File: src/core/lfr_pkg.sv
// Constants, field layouts and carrier types for the fault-status and set-point register slice.
// Assumes a single 125 MHz system clock and a synchronous, active-low power-on reset.
package lfr_pkg;

	// ----------------------------------------------------------------
	// Frame and register geometry
	// ----------------------------------------------------------------
	localparam int          FRAME_W      = 16;
	localparam int          DATA_W       = 9;
	localparam int          ADDR_W       = 5;
	localparam logic [4:0]  ADDR_FAULT   = 5'h01;
	localparam logic [4:0]  ADDR_OT_THR  = 5'h02;
	localparam logic [4:0]  ADDR_PK1     = 5'h03;
	localparam logic [4:0]  ADDR_TEMP    = 5'h09;

	// ----------------------------------------------------------------
	// Fault flag positions and reset values
	// ----------------------------------------------------------------
	localparam int          BIT_POR      = 4;
	localparam int          BIT_UV2      = 3;
	localparam int          BIT_UV1      = 2;
	localparam int          BIT_OT       = 1;
	localparam int          BIT_SER      = 0;
	localparam logic [4:0]  FAULT_RST    = 5'h10;
	localparam logic [7:0]  OT_THR_RST   = 8'h80;
	localparam logic [7:0]  PK1_RST      = 8'h80;

	// ----------------------------------------------------------------
	// Response frame constants
	// ----------------------------------------------------------------
	localparam logic [15:0] ERR_FRAME    = 16'h8000;
	localparam logic [1:0]  RESP_RSVD    = 2'h3;
	localparam int          RESP_FAULT_POS = 15;

	// ----------------------------------------------------------------
	// Timing
	// ----------------------------------------------------------------
	localparam int          CLK_PERIOD_NS = 8;
	localparam int          DAC_SETTLE_NS = 1000;
	localparam int          DAC_SETTLE_CYC = DAC_SETTLE_NS / CLK_PERIOD_NS;

	// ----------------------------------------------------------------
	// Carrier types
	// ----------------------------------------------------------------
	typedef struct packed {
		logic              write;
		logic [4:0]        addr;
		logic              parity;
		logic [8:0]        data;
	} lfr_cmd_s;

	typedef struct packed {
		logic              por;
		logic              uv2;
		logic              uv1;
		logic              ot;
		logic              ser;
	} lfr_flags_s;

	// Odd parity over the whole command frame, parity bit included.
	function automatic logic lfr_parity_ok(input logic [15:0] frame);
		return ^frame;
	endfunction : lfr_parity_ok

endpackage : lfr_pkg

File: src/core/lfr_fault_regs.sv
// Fault flags, over-temperature threshold and channel 1 peak-current level registers with frame responses.
// Assumes gate-supply and peak comparators arrive asynchronously and the temperature sample is on clk.
`timescale 1ns/100ps
module lfr_fault_regs
	import lfr_pkg::*;
(
	input  wire logic            clk,
	input  wire logic            reset_n,
	input  wire logic            sck,
	input  wire logic            csN,
	input  wire logic            mosi,
	output logic                 miso,
	input  wire logic            gateSupplyLow1,
	input  wire logic            gateSupplyLow2,
	input  wire logic [7:0]      temperatureSample,
	input  wire logic            peakReached1,
	output logic                 highSideEn1,
	output logic                 highSideEn2,
	output logic [7:0]           peakLevel1,
	output logic                 onTimeEnd1,
	output logic                 overTempNow
);
	import lfr_pkg::*;

	// ----------------------------------------------------------------
	// Serial frame engine
	// ----------------------------------------------------------------
	logic        frameDone;
	lfr_cmd_s    cmd;
	logic        lengthErr;
	logic [15:0] respFrame_r;

	lfr_serial_link uLink (
		.clk       (clk),
		.reset_n   (reset_n),
		.sck       (sck),
		.csN       (csN),
		.mosi      (mosi),
		.respFrame (respFrame_r),
		.miso      (miso),
		.frameDone (frameDone),
		.frameWord (cmd),
		.lengthErr (lengthErr)
	);

	// ----------------------------------------------------------------
	// Analog comparator synchronisers
	// ----------------------------------------------------------------
	logic [2:0] cmpMeta_r;
	logic [2:0] cmpSync_r;

	always_ff @(posedge clk)
	begin
		if (!reset_n)
		begin
			cmpMeta_r <= 3'h0;
			cmpSync_r <= 3'h0;
		end
		else
		begin
			cmpMeta_r <= {peakReached1, gateSupplyLow2, gateSupplyLow1};
			cmpSync_r <= cmpMeta_r;
		end
	end

	logic       uv1Cond;
	logic       uv2Cond;
	logic       otCond;
	logic [7:0] otThr_r;
	logic [7:0] pk1_r;

	assign uv1Cond = cmpSync_r[0];
	assign uv2Cond = cmpSync_r[1];
	assign otCond  = temperatureSample > otThr_r;

	// ----------------------------------------------------------------
	// Command checks
	// ----------------------------------------------------------------
	logic parityErr;
	logic readDataErr;
	logic frameErr;
	logic faultRead;
	logic writeOk;

	assign parityErr   = !lfr_parity_ok(16'(cmd));
	assign readDataErr = !cmd.write && (cmd.data != 9'h000);
	assign frameErr    = lengthErr || parityErr || readDataErr;
	assign faultRead   = frameDone && !cmd.write && (cmd.addr == ADDR_FAULT);
	assign writeOk     = frameDone && cmd.write && !frameErr;

	// ----------------------------------------------------------------
	// Set-point registers
	// ----------------------------------------------------------------
	always_ff @(posedge clk)
	begin
		if (!reset_n)
			otThr_r <= OT_THR_RST;
		else if (writeOk && cmd.addr == ADDR_OT_THR)
			otThr_r <= cmd.data[7:0];
	end

	always_ff @(posedge clk)
	begin
		if (!reset_n)
			pk1_r <= PK1_RST;
		else if (writeOk && cmd.addr == ADDR_PK1)
			pk1_r <= cmd.data[7:0];
	end

	// ----------------------------------------------------------------
	// Fault flags
	// ----------------------------------------------------------------
	lfr_flags_s flags_r;
	lfr_flags_s flags_nxt;

	// A condition still present re-sets its flag in the clearing cycle, so a
	// read clears the latched flags only once their condition has gone.
	always_comb
	begin
		flags_nxt.por = flags_r.por && !faultRead;
		flags_nxt.uv2 = uv2Cond || (flags_r.uv2 && !faultRead);
		flags_nxt.uv1 = uv1Cond || (flags_r.uv1 && !faultRead);
		flags_nxt.ot  = otCond || (flags_r.ot && !faultRead);
		flags_nxt.ser = (frameDone && frameErr) || (flags_r.ser && !faultRead);
	end

	always_ff @(posedge clk)
	begin
		if (!reset_n)
			flags_r <= lfr_flags_s'(FAULT_RST);
		else
			flags_r <= flags_nxt;
	end

	// ----------------------------------------------------------------
	// Response frame
	// ----------------------------------------------------------------
	logic [8:0]  readData;
	logic        respFaultBit;
	logic [15:0] resp;

	always_comb
	begin
		unique case (cmd.addr)
			ADDR_FAULT:  readData = {4'h0, flags_r};
			ADDR_OT_THR: readData = {1'b0, otThr_r};
			ADDR_PK1:    readData = {1'b0, pk1_r};
			ADDR_TEMP:   readData = {1'b0, temperatureSample};
			default:     readData = 9'h000;
		endcase
	end

	always_comb
	begin
		respFaultBit = flags_r.ser || frameErr;
		if (cmd.write && frameErr)
			resp = ERR_FRAME;
		else if (cmd.write)
			resp = {respFaultBit, 1'b1, cmd.addr, cmd.data};
		else
			resp = {respFaultBit, RESP_RSVD, flags_r.por, flags_r.uv2, flags_r.uv1, flags_r.ot, readData};
	end

	always_ff @(posedge clk)
	begin
		if (!reset_n)
			respFrame_r <= ERR_FRAME;
		else if (frameDone)
			respFrame_r <= resp;
	end

	// ----------------------------------------------------------------
	// Converter-facing outputs
	// ----------------------------------------------------------------
	always_ff @(posedge clk)
	begin
		if (!reset_n)
		begin
			highSideEn1 <= 1'b0;
			highSideEn2 <= 1'b0;
			peakLevel1  <= PK1_RST;
			onTimeEnd1  <= 1'b0;
			overTempNow <= 1'b0;
		end
		else
		begin
			highSideEn1 <= !uv1Cond;
			highSideEn2 <= !uv2Cond;
			peakLevel1  <= pk1_r;
			onTimeEnd1  <= cmpSync_r[2];
			overTempNow <= otCond;
		end
	end

	// Counts the cycles in which the converter level still differs from the register.
	logic [7:0] dacLag_r;

	always_ff @(posedge clk)
	begin
		if (!reset_n)
			dacLag_r <= 8'h00;
		else if (peakLevel1 != pk1_r)
			dacLag_r <= dacLag_r + 8'h01;
		else
			dacLag_r <= 8'h00;
	end
endmodule : lfr_fault_regs

File: src/core/lfr_serial_link.sv
// Serial frame engine: synchronises the serial pins, shifts command frames in and response frames out.
// Assumes the serial clock is at most one quarter of the system clock and chip select idles high.
`timescale 1ns/100ps
module lfr_serial_link
	import lfr_pkg::*;
(
	input  wire logic            clk,
	input  wire logic            reset_n,
	input  wire logic            sck,
	input  wire logic            csN,
	input  wire logic            mosi,
	input  wire logic [15:0]     respFrame,
	output logic                 miso,
	output logic                 frameDone,
	output lfr_pkg::lfr_cmd_s    frameWord,
	output logic                 lengthErr
);
	import lfr_pkg::*;

	// ----------------------------------------------------------------
	// Pin synchronisers
	// ----------------------------------------------------------------
	logic [2:0]  meta_r;
	logic [2:0]  sync_r;
	logic [2:0]  last_r;

	always_ff @(posedge clk)
	begin
		if (!reset_n)
		begin
			meta_r <= 3'h3;
			sync_r <= 3'h3;
			last_r <= 3'h3;
		end
		else
		begin
			meta_r <= {csN, sck, mosi};
			sync_r <= meta_r;
			last_r <= sync_r;
		end
	end

	logic csLow;
	logic sckRise;
	logic sckFall;
	logic csFall;
	logic csRise;

	assign csLow   = !sync_r[2];
	assign sckRise = csLow && sync_r[1] && !last_r[1];
	assign sckFall = csLow && !sync_r[1] && last_r[1];
	assign csFall  = !sync_r[2] && last_r[2];
	assign csRise  = sync_r[2] && !last_r[2];

	// ----------------------------------------------------------------
	// Receive side
	// ----------------------------------------------------------------
	logic [15:0] rxShift_r;
	logic [3:0]  bitMod_r;
	logic        anyBit_r;

	always_ff @(posedge clk)
	begin
		if (!reset_n)
		begin
			rxShift_r <= 16'h0000;
			bitMod_r  <= 4'h0;
			anyBit_r  <= 1'b0;
		end
		else if (csFall)
		begin
			bitMod_r <= 4'h0;
			anyBit_r <= 1'b0;
		end
		else if (sckRise)
		begin
			rxShift_r <= {rxShift_r[14:0], sync_r[0]};
			bitMod_r  <= bitMod_r + 4'h1;
			anyBit_r  <= 1'b1;
		end
	end

	// Frames with no clock pulse at all carry no command and are dropped silently.
	always_ff @(posedge clk)
	begin
		if (!reset_n)
		begin
			frameDone <= 1'b0;
			frameWord <= '0;
			lengthErr <= 1'b0;
		end
		else
		begin
			frameDone <= csRise && anyBit_r;
			if (csRise && anyBit_r)
			begin
				frameWord <= lfr_cmd_s'(rxShift_r);
				lengthErr <= bitMod_r != 4'h0;
			end
		end
	end

	// ----------------------------------------------------------------
	// Transmit side
	// ----------------------------------------------------------------
	logic [15:0] txShift_r;

	always_ff @(posedge clk)
	begin
		if (!reset_n)
			txShift_r <= 16'h0000;
		else if (csFall)
			txShift_r <= respFrame;
		else if (sckFall)
			txShift_r <= {txShift_r[14:0], 1'b0};
	end

	always_ff @(posedge clk)
	begin
		if (!reset_n)
			miso <= 1'b0;
		else if (csFall)
			miso <= respFrame[15];
		else if (sckFall)
			miso <= txShift_r[14];
		else if (!csLow)
			miso <= 1'b0;
	end

endmodule : lfr_serial_link

File: config.mk
export PLATFORM = sky130hd
export DESIGN_NAME = lfr_fault_regs
export DESIGN_NICKNAME = d
export VERILOG_FILES = /design/src/core/lfr_pkg.sv /design/src/core/lfr_fault_regs.sv /design/src/core/lfr_serial_link.sv
export SDC_FILE = /design/constraint.sdc
export NUM_CORES = 1
export LEC_CHECK = 0
export ABC_AREA = 1
export BUFFER_PORTS_ARGS = -buffer_cell sky130_fd_sc_hd__buf_2
export CAP_MARGIN = 20
export CORE_ASPECT_RATIO = 2
export CORE_MARGIN = 2
export CORE_UTILIZATION = 50
export DETAILED_ROUTE_END_ITERATION = 16
export PLACE_DENSITY = 0.67
export SETUP_SLACK_MARGIN = 0.3
export SLEW_MARGIN = 30
export SYNTH_ARGS = -nofsm -noshare
export SYNTH_HDL_FRONTEND = slang
export SYNTH_SLANG_ARGS = --single-unit
File: constraint.sdc
create_clock -name clk -period 2.4 [get_ports clk]
set_input_delay 0.12 -clock clk [delete_from_list [all_inputs] [get_ports clk]]
set_output_delay 0.12 -clock clk [all_outputs]
set_load 0.01 [all_outputs]
==> results of run 1 <==
cell type report:
| cell class | count | area [um^2] |
|---|---|---|
| Fill cell | 920 | 4090 |
| Multi-Input combinational cell | 448 | 2580 |
| Sequential cell | 118 | 2380 |
| Clock buffer | 20 | 447 |
| Inverter | 83 | 318 |
| Timing Repair Buffer | 44 | 275 |
| Tap cell | 137 | 171 |
| Clock inverter | 12 | 154 |
| Timing Repair inverter | 1 | 7.51 |
kinds of logic (layout without fill, tap and decap cells):
group	count (synthesis)	after routing
xor+xnor	7	7
simple gates	286	289
compound gates	132	132
flops	118	118
buf+inv	115	160
fa+ha+maj	20	20
power groups by stage:
stage	logic [mW]	clock network (mW)	registers [mW]
floorplan	0.146	0	2.07
global placement	0.191	0	2.07
detailed placement	0.197	0	2.07
CTS	0.207	2.58	2.03
global route	0.248	2.66	2.04
finish	0.221	2.55	2.03
timing repair:
item | in CTS | in global routing
hold endpoints to repair | 6 | 0
resized for setup | 5 | 40
endpoints found under the setup margin | 19 | 31
gates cloned | 1 | 3
setup buffers | 0 | 1
pin swaps | 0 | 4
hold buffers | 6 | 0
through the flow:
| step | util (%) | setup slack, ps | area, um^2 | std cells | hold WS [ps] |
|---|---|---|---|---|---|
| floorplan | - | 605 | 5280 | 678 | 218 |
| detailed placement | 52.3 | 86.5 | 5440 | 820 | 306 |
| finish | 60.8 | 372 | 6330 | 863 | 283 |
| global placement | 52.3 | 174 | 5440 | 820 | 302 |
| global route | 60.8 | 243 | 6330 | 863 | 350 |
| CTS | 58.9 | 287 | 6140 | 859 | 300 |
state kept, by name, indices dropped and copies added (netlist names), 4 cells and up:
register	count
uLink.bitMod_r	4
otThr_r	8
uLink.rxShift_r	16
peakLevel1	8
respFrame_r	16
uLink.frameWord	16
pk1_r	8
uLink.txShift_r	15
flags_r	5
layer usage:
| layer | wire length (um) | part of all wire [%] | GRT usage, % |
|---|---|---|---|
| met2 | 6680 | 52 | 41.3 |
| met5 | 0 | 0 | 0 |
| met4 | 919 | 7.1 | 17.3 |
| met3 | 482 | 3.7 | 4.54 |
| met1 | 4820 | 37 | 23.0 |
synth_stat cells, drive strengths merged:
library cell	count	area [um^2]
a311oi	14	123
or2	5	31.3
dlygate4sd1	2	17.5
o21ai	62	310
a31oi	1	6.26
ha	20	250
nand4	6	67.6
a211oi	1	7.51
xor2	3	26.3
o22ai	4	25.0
nand2	149	594
nor3	5	41.3
xnor2	4	35.0
clkinv	2	7.51
nor2	92	360
a21oi	43	253
inv	81	304
clkbuf	16	90.1
dfxtp	118	2360
nand3	29	200
o41ai	1	8.76
o211ai	4	30.0
buf	14	109
a41oi	1	8.76
o2111ai	1	8.76
placed cells by master (no fill, tap or decap), drive strengths merged, types with 3 or more instances in the layout:
master and count:
or2 5, ha 20, inv 80, buf 38, xnor2 4, nand4 8
a311oi 14, nor3 5, clkinv 8, clkinvlp 5, a21oi 43, nand3 29
nand2 150, dfxtp 118, xor2 3, clkbuf 20, o211ai 4, bufinv 3
o21ai 62, o22ai 4, nor2 92, dlygate4sd3 6
worst min-delay path by stage:
stage	slack [ps]	from	end
finish	280	reset_n	uLink.last_r[1]
global route	350	temperatureSample[2]	overTempNow
CTS	300	reset_n	uLink.last_r[1]
detailed placement	310	csN	uLink.meta_r[2]
global placement	300	gateSupplyLow1	cmpMeta_r[0]
floorplan	220	gateSupplyLow1	cmpMeta_r[0]
worst min-delay path: stages:
cell and delay (ps):
buf_2 110, buf_4 300, nand2_1 140
==> summary.txt, run 1 <==
Share of cells above drive strength 1 = 20.7%
Power share of the clock group = 53.1%
Total grt overflow = 0
Area share of fa/ha/maj cells after synthesis = 4.74%
GP Congestion = 0.923
Die X-Extent = 76.6 um
WS Path Type = reg -> reg
Synth Warn # = 0
# nets final = 749
R2R cell count = 11
Seq cells post-synth = 118
Power share of the combinational group = 4.6%
Clock tree sinks = 118
Synth Area in Compound Gates = 14.8%
Xor-xnor portion of the synthesized cell area = 1.16%
Synth Area in Simple Gates = 24.5%
Sw frac = 22.0%
CP peak stage delay = 420 ps
Fin crit share = 84.5%
R2r endpoint = respFrame_r[0]
Crit Path Max Fanout = 8
Starting Density = 50.7%
Power per standard cell area = 759 nW/um^2
Sw power = 1.06 mW
Clock H-tree levels = 4
Sequential Power Share = 42.3%
Synth Instances = 678
Post-Route Skew = 6.17 ps
Worst slew margin = 51.2%
# rows = 53
Register area share after synthesis = 44.8%
Inserted Diodes = 0
Flop2flop setup slack = 370 ps
Worst setup SP type = flop
WL/cell = 14.9 um
Worst skew pair latency = 410 ps
Die Area = 11400 um^2
Mux share of post-synthesis cell area = 0%
Root buffer cell = clkbuf_16
Pre-Repair DR Iteration Count = 5
Levels on crit path = 11
Detailed-placement wirelength estimate = 8610 um
WHS Path Cells = 3
Vias in the first global route = 4505
CP dominant cell by count = o21ai_0
Clock Tree Buf Depth = 2
Design internal power = 3.74 mW
Largest family of logic cells by synthesized area = simple AND/OR/NAND/NOR gates
Vias/cell = 5.33
First-pass GRT wire length = 20700 um
CTS Buf Count = 17
Worst Path Arrival = 2330 ps
DRT antenna net count = 0
Core area = 10400 um^2
Clk slew on worst S/H paths = 50 ps
Min-Delay Path Class = in -> reg
Largest net degree at the start of global routing = 72
Unrepaired setup endpoints after global routing = no
1st-iter DRT viols = 278
CP max stage cell = dfxtp_1
Syn_nets = 714
Total number of vias = 4596
Number of remaining DRC errors = 0
Worst-Margin Slew = 727 ps
Area growth syn-to-layout = 19.9%
Worst setup endpoint = respFrame_r[0]
Final Max Slew Viols = 0
CP cell instances = inv_1, ha_1, nand2_1, nor2_1, buf_4, nand2_1, o21ai_0, o21ai_0, o21ai_0, nand3_1, a21oi_1
CTS tree = yes
Sum of buffers and inverters on the critical path = 2
Final setup viols = 0
Syn avg cell area = 7.78 um^2
TNS Setup = 0 ps
I/O Buffers = 28
Die height = 149 um
Leak = 2.71 nW
Crit. End Element = flop
Fmax achieved = 493 MHz
# IOs = 29
Final WL = 12900 um
Worst VDD drop = 0.000529 V
Status = finished clean
Hold Vio Cnt, Final = 0
Min cycle time layout = 2030 ps
Required time worst endpoint = 2700 ps
Synthesized area = 5280 um^2
Initial antenna violation count = 0
Worst flop-to-flop path startpoint = uLink.frameWord[11]
Max-cap viol count = 0
Distinct cells, synth = 38
GRT Resource Usage Total = 22.9%
Crit path launch = uLink.frameWord[11]
Crit-path leading delay family = compound AO/OA/AOI/OAI gates
Tot Pwr = 4.80 mW
No activity file was read; power rests on OpenSTA's default activity.
==> inputs of run 2 (changes only) <==
clock period = 1.88 ns   (was 2.4 ns; I/O delays follow)
==> run 2 against run 1 <==
The flow now finishes with violations (negative setup slack); register-to-register slack got worse by 430 ps; clock skew grew 3.3 ps; first-iteration DRC count fell by 9.0%; critical path depth decreased by 1; power rose by 39%; clock power increased by 48%; maximum frequency rose by 4.7%; cell area is 11% higher; worst setup slack worse by 430 ps; sequential power is 28% higher.
==> summary.txt, run 2 (synthesis gave the netlist of run 1 again) <==
Share of cells above drive strength 1 = 31.2% (+11 points)
Detailed-placement wirelength estimate = 9120 um (+5.9%)
Failing checks = negative setup slack
Fillers = 814 (-12%)
Pre-Repair DR Iteration Count = 5 (unchanged)
Min cycle time layout = 1940 ps (-90.7 ps)
Status = finished with violations
Root buffer cell = clkbuf_16
Fin crit share = 103% (+19 points)
Final setup viols = 9 (+9)
# nets final = 788 (+5.2%)
Die X-Extent = 76.6 um (unchanged)
Final Max Slew Viols = 0 (unchanged)
WL/cell = 15.6 um (+4.1%)
Fmax achieved = 516 MHz (+4.7%)
Hold Vio Cnt, Final = 0 (unchanged)
Clock Tree Buf Depth = 2 (unchanged)
Worst slew margin = 65.5% (+14 points)
# IOs = 29 (unchanged)
WS Path Type = reg -> reg
Largest registers = respFrame_r: 16 flops, uLink.frameWord: 16 flops, uLink.rxShift_r: 16 flops
Die height = 149 um (unchanged)
CTS tree = yes
Die Area = 11400 um^2 (unchanged)
GRT Resource Usage Total = 24.3% (+1.4 points)
CP max stage cell = dfxtp_2
WHS Path Cells = 7 (+4)
Crit. End Element = flop
Max-cap viol count = 0 (unchanged)
Required time worst endpoint = 2200 ps (-500 ps)
Initial antenna violation count = 0 (unchanged)
Starting Density = 50.7% (unchanged)
1st-iter DRT viols = 253 (-9.0%)
Inserted Diodes = 0 (unchanged)
Post-Route Skew = 9.50 ps (+3.33 ps)
Core area = 10400 um^2 (unchanged)
I/O Buffers = 28 (unchanged)
CP peak stage delay = 340 ps (-80 ps)
Final worst slack = -57.7 ps (-429 ps)
Worst Path Arrival = 2260 ps (-70 ps)
Clock H-tree levels = 4 (unchanged)
Total number of vias = 4794 (+4.3%)
CTS Buf Count = 17 (unchanged)
Vias/cell = 5.31 (-0.20%)
First-pass GRT wire length = 21800 um (+5.3%)
Worst-Margin Slew = 517 ps (-210 ps)
Commonest non-fill, non-tap cell in the layout = nand2_1
CP cell instances = buf_6, ha_4, xor2_4, nand3_2, nand3_2, nand3_4, nand2_2, o211ai_1, nand2_1, inv_1
Worst skew pair latency = 430 ps (+20 ps)
TNS Setup = -148 ps (-148 ps)
Number of remaining DRC errors = 0 (unchanged)
Largest net degree at the start of global routing = 72 (unchanged)
GP Congestion = 0.905 (-2.0%)
R2R cell count = 10 (-1)
Area growth syn-to-layout = 32.8%
Commonest non-fill, non-tap cells in the layout = nand2_1 (125), dfxtp_1 (105), nor2_1 (76)
Power per standard cell area = 955 nW/um^2 (+26%)
Worst setup SP type = flop
# rows = 53 (unchanged)
Total grt overflow = 0 (unchanged)
CP dominant cell by count = nand3_2
Clk slew on worst S/H paths = 50 ps (about the same)
Vias in the first global route = 4644 (+3.1%)
Unrepaired setup endpoints after global routing = yes
Crit Path Max Fanout = 4 (-4)
Clock tree sinks = 118 (unchanged)
Final Hold Slack = 281 ps (-1.52 ps)
Min-Delay Path Class = in -> reg
DRT antenna net count = 0 (unchanged)
Leak = 2.99 nW (+10%)
Worst VDD drop = 0.000706 V (+33%)
Final WL = 14000 um (+8.8%)
run 2: cell type report:
type	count	area [um^2]	share of cell area (%)
Multi-Input combinational cell	447	2800	39.9
Timing Repair Buffer	84	642	9.16
Sequential cell	118	2380	34.0
Inverter	83	320	4.57
Clock buffer	20	467	6.66
Timing Repair inverter	1	7.51	0.107
Clock inverter	12	223	3.18
Tap cell	137	171	2.45
run 2: report_power, final:
part | internal [mW] | switching (mW)
sequential | 2.56 | 0.0330
clock | 2.59 | 1.18
combinational | 0.134 | 0.202
run 2: path summary, 6_finish.rpt:
| check | slack (ps) | start | to |
|---|---|---|---|
| worst max-delay path | -60 | uLink.frameWord[11] | flags_r[0] |
| worst min-delay path | 280 | temperatureSample[7] | respFrame_r[7] |
| worst max register to register | -60 | uLink.frameWord[11] | flags_r[0] |
| worst min register to register | 410 | uLink.meta_r[1] | uLink.sync_r[1] |
run 2: what timing repair did:
action / CTS / global route
hold endpoints to repair: 7 / 0
setup buffers: 10 / 11
cloned: 3 / 1
pin swaps: 24 / 32
setup endpoints to repair: 37 / 59
gates resized for setup: 43 / 56
hold buffers: 9 / 0
run 2: per-stage QoR:
| stage | util, % | area (um^2) | instances | setup WS (ps) | power, mW |
|---|---|---|---|---|---|
| global placement | 54.6 | 5680 | 836 | -85.8 | 2.91 |
| CTS | 64.7 | 6740 | 890 | 57.1 | 6.68 |
| global route | 67.3 | 7010 | 902 | -117 | 6.87 |
| finish | 67.3 | 7010 | 902 | -57.7 | 6.69 |
| detailed placement | 54.6 | 5680 | 836 | -122 | 2.92 |
| floorplan | - | 5380 | 678 | 201 | 2.83 |
run 2: worst max-delay path, delay by kind of cell, from the launching register on:
family          cells  cell delay [ps]
simple gates        5              680
flops               1              340
fa+ha+maj           1              310
xor+xnor            1              230
buf+inv             2              170
compound gates      1              100
run 2: metal layers:
metal	vias to the layer above	wire length [um]	global-route usage (%)
li1	2342	-	-
met1	2268	5190	24.1
met2	114	7500	44.3
met3	70	411	5.39
met4	0	937	17.3
met5	-	0	0
